### config.mk
export PLATFORM = sky130hd
export DESIGN_NAME = glq_qualifier
export DESIGN_NICKNAME = d
export VERILOG_FILES = /design/src/common/glq_pkg.sv /design/src/verilog/glq_qualifier.sv
export SDC_FILE = /design/constraint.sdc
export NUM_CORES = 2
export LEC_CHECK = 0
export BUFFER_PORTS_ARGS = -buffer_cell sky130_fd_sc_hd__buf_2
export CORE_MARGIN = 4
export CORE_UTILIZATION = 61
export DETAILED_ROUTE_END_ITERATION = 12
export HOLD_SLACK_MARGIN = 0.05
export PLACE_DENSITY = 0.79
export SYNTH_ARGS = -nofsm -noshare
export SYNTH_HDL_FRONTEND = slang
export SYNTH_SLANG_ARGS = --single-unit
export TNS_END_PERCENT = 20
### constraint.sdc
create_clock -name I_MCLK -period 53.3 [get_ports I_MCLK]
set_input_delay 10.66 -clock I_MCLK [delete_from_list [all_inputs] [get_ports I_MCLK]]
set_output_delay 10.66 -clock I_MCLK [all_outputs]
set_load 0.01 [all_outputs]
### src/common/glq_pkg.sv
// Purpose: Shared constants for the gauge learning qualifier
// Assumes: Eight-bit register offsets, 16-bit register data
// Notes: Reset values are the stored-parameter defaults
`default_nettype none
package glq_pkg;
	localparam logic [7:0] OFS_RES_MIN_DROP = 8'h16;
	localparam logic [7:0] OFS_QL_START_DEPTH = 8'h27;
	localparam logic [7:0] OFS_QL_END_DEPTH = 8'h28;
	localparam logic [7:0] OFS_QL_START_MARGIN = 8'h29;
	localparam logic [7:0] OFS_QL_CURR_LIMIT = 8'h2b;
	localparam logic [7:0] OFS_CAP_ERR_LIMIT = 8'h3d;
	localparam logic [7:0] OFS_CAP_CHG_LIMIT = 8'h3e;
	localparam logic [7:0] OFS_EOD_VOLT = 8'h40;
	localparam logic [7:0] OFS_SCALE_MARGIN = 8'h42;
	localparam logic [7:0] OFS_SETTLE_CONST = 8'h45;
	localparam logic [7:0] OFS_CUSTOM_CURR = 8'h49;
	localparam logic [7:0] OFS_CUSTOM_PWR = 8'h4b;
	localparam logic [7:0] OFS_SCALE_SOC = 8'h68;
	localparam logic [7:0] OFS_LOAD_CFG = 8'h70;
	localparam logic [7:0] OFS_ENERGY_SCALE = 8'h71;
	localparam logic [7:0] OFS_STATUS = 8'h72;
	localparam logic [7:0] OFS_LEARN_COUNT = 8'h73;
	localparam logic [7:0] OFS_LEARNED_CAP = 8'h74;
	localparam logic [15:0] RST_RES_MIN_DROP = 16'h0032;
	localparam logic [7:0] RST_QL_START_DEPTH = 8'h5c;
	localparam logic [7:0] RST_QL_END_DEPTH = 8'h60;
	localparam logic [15:0] RST_QL_START_MARGIN = 16'h00c8;
	localparam logic [15:0] RST_QL_CURR_LIMIT = 16'h0004;
	localparam logic [7:0] RST_CAP_ERR_LIMIT = 8'h0f;
	localparam logic [7:0] RST_CAP_CHG_LIMIT = 8'h1e;
	localparam logic [15:0] RST_EOD_VOLT = 16'h0bb8;
	localparam logic [15:0] RST_SCALE_MARGIN = 16'h00c8;
	localparam logic [15:0] RST_SETTLE_CONST = 16'h01f4;
	localparam logic [15:0] RST_CUSTOM = 16'h0000;
	localparam logic [7:0] RST_SCALE_SOC = 8'h0a;
	localparam logic [7:0] RST_ENERGY_SCALE = 8'h01;
	localparam logic [15:0] EOD_VOLT_MIN = 16'h0af0;
	localparam logic [15:0] EOD_VOLT_MAX = 16'h0e74;
	localparam logic [15:0] QL_END_MARGIN_MV = 16'h0032;
	localparam logic [7:0] QL_MIN_COUNT = 8'h03;
	localparam logic [2:0] LOAD_SRC_CUSTOM = 3'h6;
	localparam logic [7:0] PERCENT_FULL = 8'h64;
	localparam int ST_RES_OK = 0;
	localparam int ST_LEARN_ACT = 1;
	localparam int ST_LEARN_DONE = 2;
	localparam int ST_REJ_ERR = 3;
	localparam int ST_REJ_CHG = 4;
	localparam int ST_CAP_ZERO = 5;
	localparam int ST_FAST_SCALE = 6;
	localparam int ST_WIDTH = 7;
	localparam int LOAD_MODEL_BIT = 4;
	typedef enum logic {
		GLQ_CONST_CURRENT = 1'b0,
		GLQ_CONST_POWER = 1'b1
	} glq_model_t;
endpackage : glq_pkg
`default_nettype wire

### src/verilog/glq_qualifier.sv
// Purpose: Learning and prediction qualifier for a battery gauge
// Assumes: Measurement inputs come from logic on I_MCLK; I_UPDATE marks one gauge update
// Notes: All flags are registered; sticky status bits clear by writing ones
//
// Summary of operation
// - A discharge resistance update is allowed when the voltage drop reaches the minimum drop.
// - Quick capacity learning starts when current is below C over the limit and depth or voltage says so.
// - Learning completes at end of discharge only with more than three starts and depth or voltage near the end.
// - A capacity update is rejected when the error estimated from learning time exceeds the limit.
// - A capacity update is rejected when it moves more than the change limit from the last capacity.
// - Reported remaining capacity is zero at the end-of-discharge voltage, held within 2800 to 3700 mV.
// - Fast resistance scaling is active below the charge threshold or near the end-of-discharge voltage.
// - Simulated resistance rises from zero toward the table value with the settle time constant.
// - The custom current is the simulation rate only for load source 6 with the current model.
// - The custom power is the simulation rate only for load source 6 with the power model.
// - The custom power is scaled by the energy scale setting before use.
// - Load model 0 selects constant current and 1 selects constant power.
//
// The address-and-strobe port is this design's own decision.
`default_nettype none
module glq_qualifier
	import glq_pkg::*;
#(
	parameter int ERR_SHIFT = 4
) (
	input wire logic I_MCLK,
	input wire logic I_RST_B,
	input wire logic [7:0] I_ADDR,
	input wire logic [15:0] I_WDATA,
	input wire logic I_WR,
	input wire logic I_RD,
	output logic [15:0] O_RDATA,
	input wire logic I_UPDATE,
	input wire logic I_DISCHG,
	input wire logic I_EOD,
	input wire logic [15:0] I_VOLT_MV,
	input wire logic [15:0] I_CURR_MA,
	input wire logic [15:0] I_VDROP_MV,
	input wire logic [7:0] I_DOD_PCT,
	input wire logic [7:0] I_SOC_PCT,
	input wire logic [15:0] I_DESIGN_CAP,
	input wire logic [15:0] I_NEW_CAP,
	input wire logic I_SIM_START,
	input wire logic I_SIM_STEP,
	input wire logic [15:0] I_RES_TABLE,
	input wire logic [19:0] I_AUTO_RATE,
	output logic O_RES_UPD_OK,
	output logic O_LEARN_ACTIVE,
	output logic O_CAP_ACCEPT,
	output logic O_CAP_ZERO,
	output logic O_FAST_SCALE,
	output logic [15:0] O_RES_EFF,
	output logic [19:0] O_SIM_RATE,
	output logic O_RATE_IS_PWR
);
	logic [15:0] res_min_drop_reg;
	logic [7:0] ql_start_depth_reg;
	logic [7:0] ql_end_depth_reg;
	logic [15:0] ql_start_margin_reg;
	logic [15:0] ql_curr_limit_reg;
	logic [7:0] cap_err_limit_reg;
	logic [7:0] cap_chg_limit_reg;
	logic [15:0] eod_volt_reg;
	logic [15:0] scale_margin_reg;
	logic [15:0] settle_const_reg;
	logic [15:0] custom_curr_reg;
	logic [15:0] custom_pwr_reg;
	logic [7:0] scale_soc_reg;
	logic [2:0] load_src_reg;
	glq_model_t load_model_reg;
	logic [3:0] energy_scale_reg;
	logic [ST_WIDTH-1:0] status_reg;
	logic [ST_WIDTH-1:0] status_next;
	logic [7:0] learn_count_reg;
	logic [15:0] learn_time_reg;
	logic [15:0] cap_reg;
	logic [15:0] rdata_next;
	logic [15:0] eod_volt_wr;
	logic [16:0] start_thresh;
	logic [16:0] end_thresh;
	logic [16:0] scale_thresh;
	logic [31:0] curr_scaled;
	logic low_current;
	logic start_cond;
	logic end_cond;
	logic [15:0] err_est;
	logic [15:0] cap_delta;
	logic [23:0] delta_pct;
	logic [23:0] chg_allow;
	logic rej_err;
	logic rej_chg;
	logic finish;
	logic [16:0] res_gap;
	logic [16:0] res_step;
	logic [19:0] pwr_scaled;

	// An out-of-range end-of-discharge voltage setting is pulled into the legal window
	always_comb begin
		if (I_WDATA < EOD_VOLT_MIN) begin
			eod_volt_wr = EOD_VOLT_MIN;
		end else if (I_WDATA > EOD_VOLT_MAX) begin
			eod_volt_wr = EOD_VOLT_MAX;
		end else begin
			eod_volt_wr = I_WDATA;
		end
	end

	always_ff @(posedge I_MCLK or negedge I_RST_B) begin
		if (!I_RST_B) begin
			res_min_drop_reg <= RST_RES_MIN_DROP;
			ql_start_depth_reg <= RST_QL_START_DEPTH;
			ql_end_depth_reg <= RST_QL_END_DEPTH;
			ql_start_margin_reg <= RST_QL_START_MARGIN;
			ql_curr_limit_reg <= RST_QL_CURR_LIMIT;
			cap_err_limit_reg <= RST_CAP_ERR_LIMIT;
			cap_chg_limit_reg <= RST_CAP_CHG_LIMIT;
			eod_volt_reg <= RST_EOD_VOLT;
			scale_margin_reg <= RST_SCALE_MARGIN;
			settle_const_reg <= RST_SETTLE_CONST;
			custom_curr_reg <= RST_CUSTOM;
			custom_pwr_reg <= RST_CUSTOM;
			scale_soc_reg <= RST_SCALE_SOC;
			load_src_reg <= 3'h0;
			load_model_reg <= GLQ_CONST_CURRENT;
			energy_scale_reg <= RST_ENERGY_SCALE[3:0];
		end else if (I_WR) begin
			unique case (I_ADDR)
				OFS_RES_MIN_DROP: res_min_drop_reg <= I_WDATA;
				OFS_QL_START_DEPTH: ql_start_depth_reg <= I_WDATA[7:0];
				OFS_QL_END_DEPTH: ql_end_depth_reg <= I_WDATA[7:0];
				OFS_QL_START_MARGIN: ql_start_margin_reg <= I_WDATA;
				OFS_QL_CURR_LIMIT: ql_curr_limit_reg <= I_WDATA;
				OFS_CAP_ERR_LIMIT: cap_err_limit_reg <= I_WDATA[7:0];
				OFS_CAP_CHG_LIMIT: cap_chg_limit_reg <= I_WDATA[7:0];
				OFS_EOD_VOLT: eod_volt_reg <= eod_volt_wr;
				OFS_SCALE_MARGIN: scale_margin_reg <= I_WDATA;
				OFS_SETTLE_CONST: settle_const_reg <= I_WDATA;
				OFS_CUSTOM_CURR: custom_curr_reg <= I_WDATA;
				OFS_CUSTOM_PWR: custom_pwr_reg <= I_WDATA;
				OFS_SCALE_SOC: scale_soc_reg <= I_WDATA[7:0];
				OFS_LOAD_CFG: begin
					load_src_reg <= I_WDATA[2:0];
					load_model_reg <= glq_model_t'(I_WDATA[LOAD_MODEL_BIT]);
				end
				OFS_ENERGY_SCALE: energy_scale_reg <= I_WDATA[3:0];
				default: ;
			endcase
		end
	end

	// Read data stands only in the cycle after the strobe
	always_comb begin
		rdata_next = 16'h0000;
		unique case (I_ADDR)
			OFS_RES_MIN_DROP: rdata_next = res_min_drop_reg;
			OFS_QL_START_DEPTH: rdata_next = {8'h00, ql_start_depth_reg};
			OFS_QL_END_DEPTH: rdata_next = {8'h00, ql_end_depth_reg};
			OFS_QL_START_MARGIN: rdata_next = ql_start_margin_reg;
			OFS_QL_CURR_LIMIT: rdata_next = ql_curr_limit_reg;
			OFS_CAP_ERR_LIMIT: rdata_next = {8'h00, cap_err_limit_reg};
			OFS_CAP_CHG_LIMIT: rdata_next = {8'h00, cap_chg_limit_reg};
			OFS_EOD_VOLT: rdata_next = eod_volt_reg;
			OFS_SCALE_MARGIN: rdata_next = scale_margin_reg;
			OFS_SETTLE_CONST: rdata_next = settle_const_reg;
			OFS_CUSTOM_CURR: rdata_next = custom_curr_reg;
			OFS_CUSTOM_PWR: rdata_next = custom_pwr_reg;
			OFS_SCALE_SOC: rdata_next = {8'h00, scale_soc_reg};
			OFS_LOAD_CFG: rdata_next = {11'h000, load_model_reg, 1'b0, load_src_reg};
			OFS_ENERGY_SCALE: rdata_next = {12'h000, energy_scale_reg};
			OFS_STATUS: rdata_next = {9'h000, status_reg};
			OFS_LEARN_COUNT: rdata_next = {8'h00, learn_count_reg};
			OFS_LEARNED_CAP: rdata_next = cap_reg;
			default: rdata_next = 16'h0000;
		endcase
	end

	always_ff @(posedge I_MCLK or negedge I_RST_B) begin
		if (!I_RST_B) begin
			O_RDATA <= 16'h0000;
		end else begin
			O_RDATA <= I_RD ? rdata_next : 16'h0000;
		end
	end

	// Divide-free compare: I * limit < C keeps the path short
	always_comb begin
		start_thresh = {1'b0, eod_volt_reg} + {1'b0, ql_start_margin_reg};
		end_thresh = {1'b0, eod_volt_reg} + {1'b0, QL_END_MARGIN_MV};
		scale_thresh = {1'b0, eod_volt_reg} + {1'b0, scale_margin_reg};
		curr_scaled = I_CURR_MA * ql_curr_limit_reg;
		low_current = curr_scaled < {16'h0000, I_DESIGN_CAP};
		start_cond = I_DISCHG && low_current && ((I_DOD_PCT > ql_start_depth_reg)
			|| ({1'b0, I_VOLT_MV} < start_thresh));
		end_cond = (learn_count_reg > QL_MIN_COUNT) && ((I_DOD_PCT > ql_end_depth_reg)
			|| ({1'b0, I_VOLT_MV} < end_thresh));
		finish = I_EOD && status_reg[ST_LEARN_ACT] && end_cond;
		err_est = learn_time_reg >> ERR_SHIFT;
		rej_err = err_est > {8'h00, cap_err_limit_reg};
		cap_delta = (I_NEW_CAP > cap_reg) ? (I_NEW_CAP - cap_reg) : (cap_reg - I_NEW_CAP);
		delta_pct = cap_delta * PERCENT_FULL;
		chg_allow = cap_reg * cap_chg_limit_reg;
		// First learned value has no previous capacity to compare with
		rej_chg = (cap_reg != 16'h0000) && (delta_pct > chg_allow);
	end

	// Set wins over a software clear in the same cycle
	always_comb begin
		status_next = status_reg;
		if (I_WR && (I_ADDR == OFS_STATUS)) begin
			status_next[ST_LEARN_DONE] = status_reg[ST_LEARN_DONE] & ~I_WDATA[ST_LEARN_DONE];
			status_next[ST_REJ_ERR] = status_reg[ST_REJ_ERR] & ~I_WDATA[ST_REJ_ERR];
			status_next[ST_REJ_CHG] = status_reg[ST_REJ_CHG] & ~I_WDATA[ST_REJ_CHG];
		end
		if (I_UPDATE) begin
			status_next[ST_RES_OK] = I_DISCHG && (I_VDROP_MV >= res_min_drop_reg);
			status_next[ST_CAP_ZERO] = I_VOLT_MV <= eod_volt_reg;
			status_next[ST_FAST_SCALE] = (I_SOC_PCT < scale_soc_reg)
				|| ({1'b0, I_VOLT_MV} < scale_thresh);
			if (!status_reg[ST_LEARN_ACT] && start_cond) begin
				status_next[ST_LEARN_ACT] = 1'b1;
			end
		end
		if (finish) begin
			status_next[ST_LEARN_ACT] = 1'b0;
			status_next[ST_LEARN_DONE] = 1'b1;
			status_next[ST_REJ_ERR] = status_next[ST_REJ_ERR] | rej_err;
			status_next[ST_REJ_CHG] = status_next[ST_REJ_CHG] | rej_chg;
		end else if (I_EOD) begin
			status_next[ST_LEARN_ACT] = 1'b0;
		end
	end

	always_ff @(posedge I_MCLK or negedge I_RST_B) begin
		if (!I_RST_B) begin
			status_reg <= '0;
		end else begin
			status_reg <= status_next;
		end
	end

	// Learning time counts updates spent measuring
	always_ff @(posedge I_MCLK or negedge I_RST_B) begin
		if (!I_RST_B) begin
			learn_count_reg <= 8'h00;
			learn_time_reg <= 16'h0000;
		end else begin
			if (I_UPDATE && !status_reg[ST_LEARN_ACT] && start_cond) begin
				learn_time_reg <= 16'h0000;
				if (learn_count_reg != 8'hff) begin
					learn_count_reg <= learn_count_reg + 8'h01;
				end
			end else if (I_UPDATE && status_reg[ST_LEARN_ACT] && learn_time_reg != 16'hffff) begin
				learn_time_reg <= learn_time_reg + 16'h0001;
			end
		end
	end

	always_ff @(posedge I_MCLK or negedge I_RST_B) begin
		if (!I_RST_B) begin
			cap_reg <= 16'h0000;
			O_CAP_ACCEPT <= 1'b0;
		end else begin
			O_CAP_ACCEPT <= finish && !rej_err && !rej_chg;
			if (finish && !rej_err && !rej_chg) begin
				cap_reg <= I_NEW_CAP;
			end
		end
	end

	// First-order step approximates the exponential rise
	always_comb begin
		res_gap = {1'b0, I_RES_TABLE} - {1'b0, O_RES_EFF};
		if (settle_const_reg == 16'h0000) begin
			res_step = res_gap;
		end else if (res_gap[16]) begin
			res_step = 17'h1ffff - ((17'h1ffff - res_gap) / {1'b0, settle_const_reg});
		end else begin
			res_step = res_gap / {1'b0, settle_const_reg};
		end
		pwr_scaled = custom_pwr_reg * energy_scale_reg;
	end

	always_ff @(posedge I_MCLK or negedge I_RST_B) begin
		if (!I_RST_B) begin
			O_RES_EFF <= 16'h0000;
		end else if (I_SIM_START) begin
			O_RES_EFF <= 16'h0000;
		end else if (I_SIM_STEP) begin
			O_RES_EFF <= O_RES_EFF + res_step[15:0];
		end
	end

	always_ff @(posedge I_MCLK or negedge I_RST_B) begin
		if (!I_RST_B) begin
			O_SIM_RATE <= 20'h00000;
			O_RATE_IS_PWR <= 1'b0;
		end else begin
			O_RATE_IS_PWR <= load_model_reg == GLQ_CONST_POWER;
			if (load_src_reg == LOAD_SRC_CUSTOM && load_model_reg == GLQ_CONST_CURRENT) begin
				O_SIM_RATE <= {4'h0, custom_curr_reg};
			end else if (load_src_reg == LOAD_SRC_CUSTOM) begin
				O_SIM_RATE <= pwr_scaled;
			end else begin
				O_SIM_RATE <= I_AUTO_RATE;
			end
		end
	end

	always_ff @(posedge I_MCLK or negedge I_RST_B) begin
		if (!I_RST_B) begin
			O_RES_UPD_OK <= 1'b0;
			O_LEARN_ACTIVE <= 1'b0;
			O_CAP_ZERO <= 1'b0;
			O_FAST_SCALE <= 1'b0;
		end else begin
			O_RES_UPD_OK <= status_next[ST_RES_OK];
			O_LEARN_ACTIVE <= status_next[ST_LEARN_ACT];
			O_CAP_ZERO <= status_next[ST_CAP_ZERO];
			O_FAST_SCALE <= status_next[ST_FAST_SCALE];
		end
	end
endmodule : glq_qualifier
`default_nettype wire

==> summary.md <==
- die width: 298 um
- wire length of the first global-routing pass: 255 mm
- largest reg by FF count: O_SIM_RATE
- peak per-stage delay on the critical path: 0.58 ns
- area of the multi-input gates: 41100 um2
- total overflow reported by the global router: 0
- most common cell in the netlist: sky130_fd_sc_hd__ha_1
- total number of nets in the final design: 7548
- startpoint of the worst setup timing path: I_RES_TABLE[0]
- average size of a mapped cell: 8.29 um2
- CTS Buffer Depth: 3
- post-synthesis cell area: 51300 um2
- Initial DRC Count: 4985
- worst r2r path cells: 156
- number of flops mapped to enable cells by yosys: 0
- reg-to-reg critical path endpoint: O_RES_EFF[15]$_DFFE_PN0P_
- total number of vias: 47700
- hold violation total from the final report: 0
- setup TNS: 0 ns
- vias in the first global route: 46900
- clk_lat worst skew: 0.58 ns
- number of buffers inserted during clock tree synthesis: 34
- Antenna Nets Post-Route: 0
- top cells by area, synth: sky130_fd_sc_hd__ha_1 (19%), sky130_fd_sc_hd__fa_1 (13%), sky130_fd_sc_hd__dfrtp_1 (12%)
- register cell area after layout: 6980 um2
- Worst Setup Path Type: primary input to flip-flop
- H-tree depth reported by CTS: 2
- Placeable Area: 83400 um2
- highest-delay cell along the critical path: sky130_fd_sc_hd__a2111oi_1
- net count after synthesis: 7439
- post-synthesis async set-or-reset flop share: 100%
- clock sink count: 277
- Slew Limit Fails: 0
- maximum achievable frequency: 19.8 MHz
- WP data required: 53.74 ns
- relative area change from synthesis to final layout: 6.63%
- total global-route track usage: 35.6%
- post-synthesis sequential area ratio: 13.6%
- final period demand of the worst path: 50.40 ns
- layout cells sized above 1: 11.3%
- initial cell density of the core: 61.4%
- cell type with the highest occurrence count on the critical path: sky130_fd_sc_hd__ha_1
- clock root cell: sky130_fd_sc_hd__clkbuf_16
- Placer Congestion: 1.00
- number of search-and-repair iterations in the first detailed-routing pass: 6
- number of synthesized register bits: 277
- gate count of the mapped netlist: 6180
- startpoint kind of the worst setup timing path: primary input
- dominant cell type by area after synthesis: sky130_fd_sc_hd__ha_1
- number of distinct library cells after synthesis: 107
- Final setup violation count: 0
- maximum fanout along the worst path: 19
- hold_buf cts: 0
- Primary FF master, synth: sky130_fd_sc_hd__dfrtp_1
- kind of end point of the critical path: flip-flop
- Final period util: 94.6%
- routed wire length: 162 mm
- Ys Warns: 0
- clock tree skew after final layout: 0.0352 ns
- slew at the pin closest to its max-slew limit: 1.42 ns
- clock tree from TritonCTS: yes
- reg-to-reg setup timing slack: 12.71 ns
- share of the synthesized area in the top cell type: 18.8%
- fill cell total of the finished layout: 6953
- clock input transition at the sequential cells of the worst setup and hold paths: 0.06 ns
- number of rows in the core area: 106
- data arrival time of the worst path: 50.84 ns
- chip height: 298 um
- I/O Buffers: 222
- Detail Placement HPWL: 126 mm
- Commonest cells post-synth: sky130_fd_sc_hd__ha_1 (771), sky130_fd_sc_hd__inv_1 (668), sky130_fd_sc_hd__nand2_1 (621)
- routed length per instance: 21.9 um
- drc violations: 0
- boundary pin count: 223
- Max Cap Viol: 0
- status: completed
- antenna violations before repair: 16
- launch point of the worst hold path: status_reg[3]$_DFF_PN0_
- Largest register FFs: 20
- r2r startpoint: O_RES_EFF[0]$_DFFE_PN0P_
- last element of the critical path: O_RES_EFF[15]$_DFFE_PN0P_
- largest net degree at the start of global routing: 84
- DR vias/cell: 6.45
- Total Die Area: 88700 um2
- unrepaired setup endpoints after global routing: false
- type of the tightest min-delay check: flip-flop to flip-flop
- worst slew slack as a fraction of its limit: 4.46%
## cells in the final DEF (no fill, tap or decap), drive strengths merged, types with 43 or more instances in the layout
master / instances
ha: 771
inv: 674
nand2: 621
nor2: 405
a21oi: 342
fa: 323
o21ai: 299
buf: 277
dfrtp: 237
mux2: 209
and2: 191
xnor2: 183
a21o: 139
nor3: 132
xor2: 126
nand3: 126
o21a: 108
mux2i: 88
nand2b: 76
nor2b: 65
a31oi: 64
o211ai: 54
or3: 51
nand4: 50
and3: 46
o21bai: 43
## worst max-delay path, delay by kind of cell
family / cells / cell delay [ns]
compound gates: 79 / 21.85
xor+xnor: 2 / 0.31
fa+ha+maj: 20 / 5.71
buf+inv: 11 / 1.46
mux: 5 / 2.02
simple gates: 41 / 8.80
## how the worst min path moves through the flow
stage,end,slack (ns),cells past startpoint
after floorplan,status_reg[2]$_DFFE_PN0P_,0.45,2
after global placement,status_reg[2]$_DFFE_PN0P_,0.46,2
after detailed placement,status_reg[2]$_DFFE_PN0P_,0.46,2
after CTS,status_reg[2]$_DFFE_PN0P_,0.48,2
after global routing,status_reg[2]$_DFFE_PN0P_,0.53,2
final,status_reg[3]$_DFF_PN0_,0.50,2
## layer usage
layer  GRT usage, %  vias up  part of all wire (%)
li1               -    22000                     -
met1           49.6    22900                    42
met2           53.9     2361                    43
met3           7.05      484                    10
met4           15.6       12                   4.7
met5              0        -                 0.036
## what timing repair did
action	4_1_cts	5_1_grt
setup endpoints to repair	0	16
resized for setup	0	21
buffers inserted	0	5
## stage by stage
step                std cells  hold WS, ns  util [%]  cell area, um2  setup WS (ns)
floorplan                6180        0.446         -           51300           8.02
global placement         7328        0.463      63.9           53300           1.03
detailed placement       7328        0.464      63.9           53300          0.832
CTS                      7390        0.480      65.3           54500           1.24
global route             7402        0.527      65.5           54700         0.0232
finish                   7403        0.496      65.5           54700           2.90
## cells by family (layout without fill, tap and decap cells)
kind of cell	Yosys count	after routing	synth area share (%)
DFF	277	277	13.6
AOI/OAI and AO/OA	1435	1435	18.9
and+or+nand+nor	1896	1896	18.0
muxes	297	297	6.32
other	0	8	0
xor gates and xnor gates	309	309	5.28
buffers and inverters	872	1007	6.52
adders and majority gates	1094	1094	31.4
## layout make-up
cell class	instances	share of cell area, %
clock buffers	39	1.66
clock inverters	23	0.531
well taps	1080	2.47
diodes	8	0.0366
multi-input cells	5031	75.1
repair buffers	277	2.81
inverters	668	4.59
flip-flops and latches	277	12.8
Power is not shown: default switching activity piles up to over one toggle a cycle in this logic, so the estimate is an artifact.
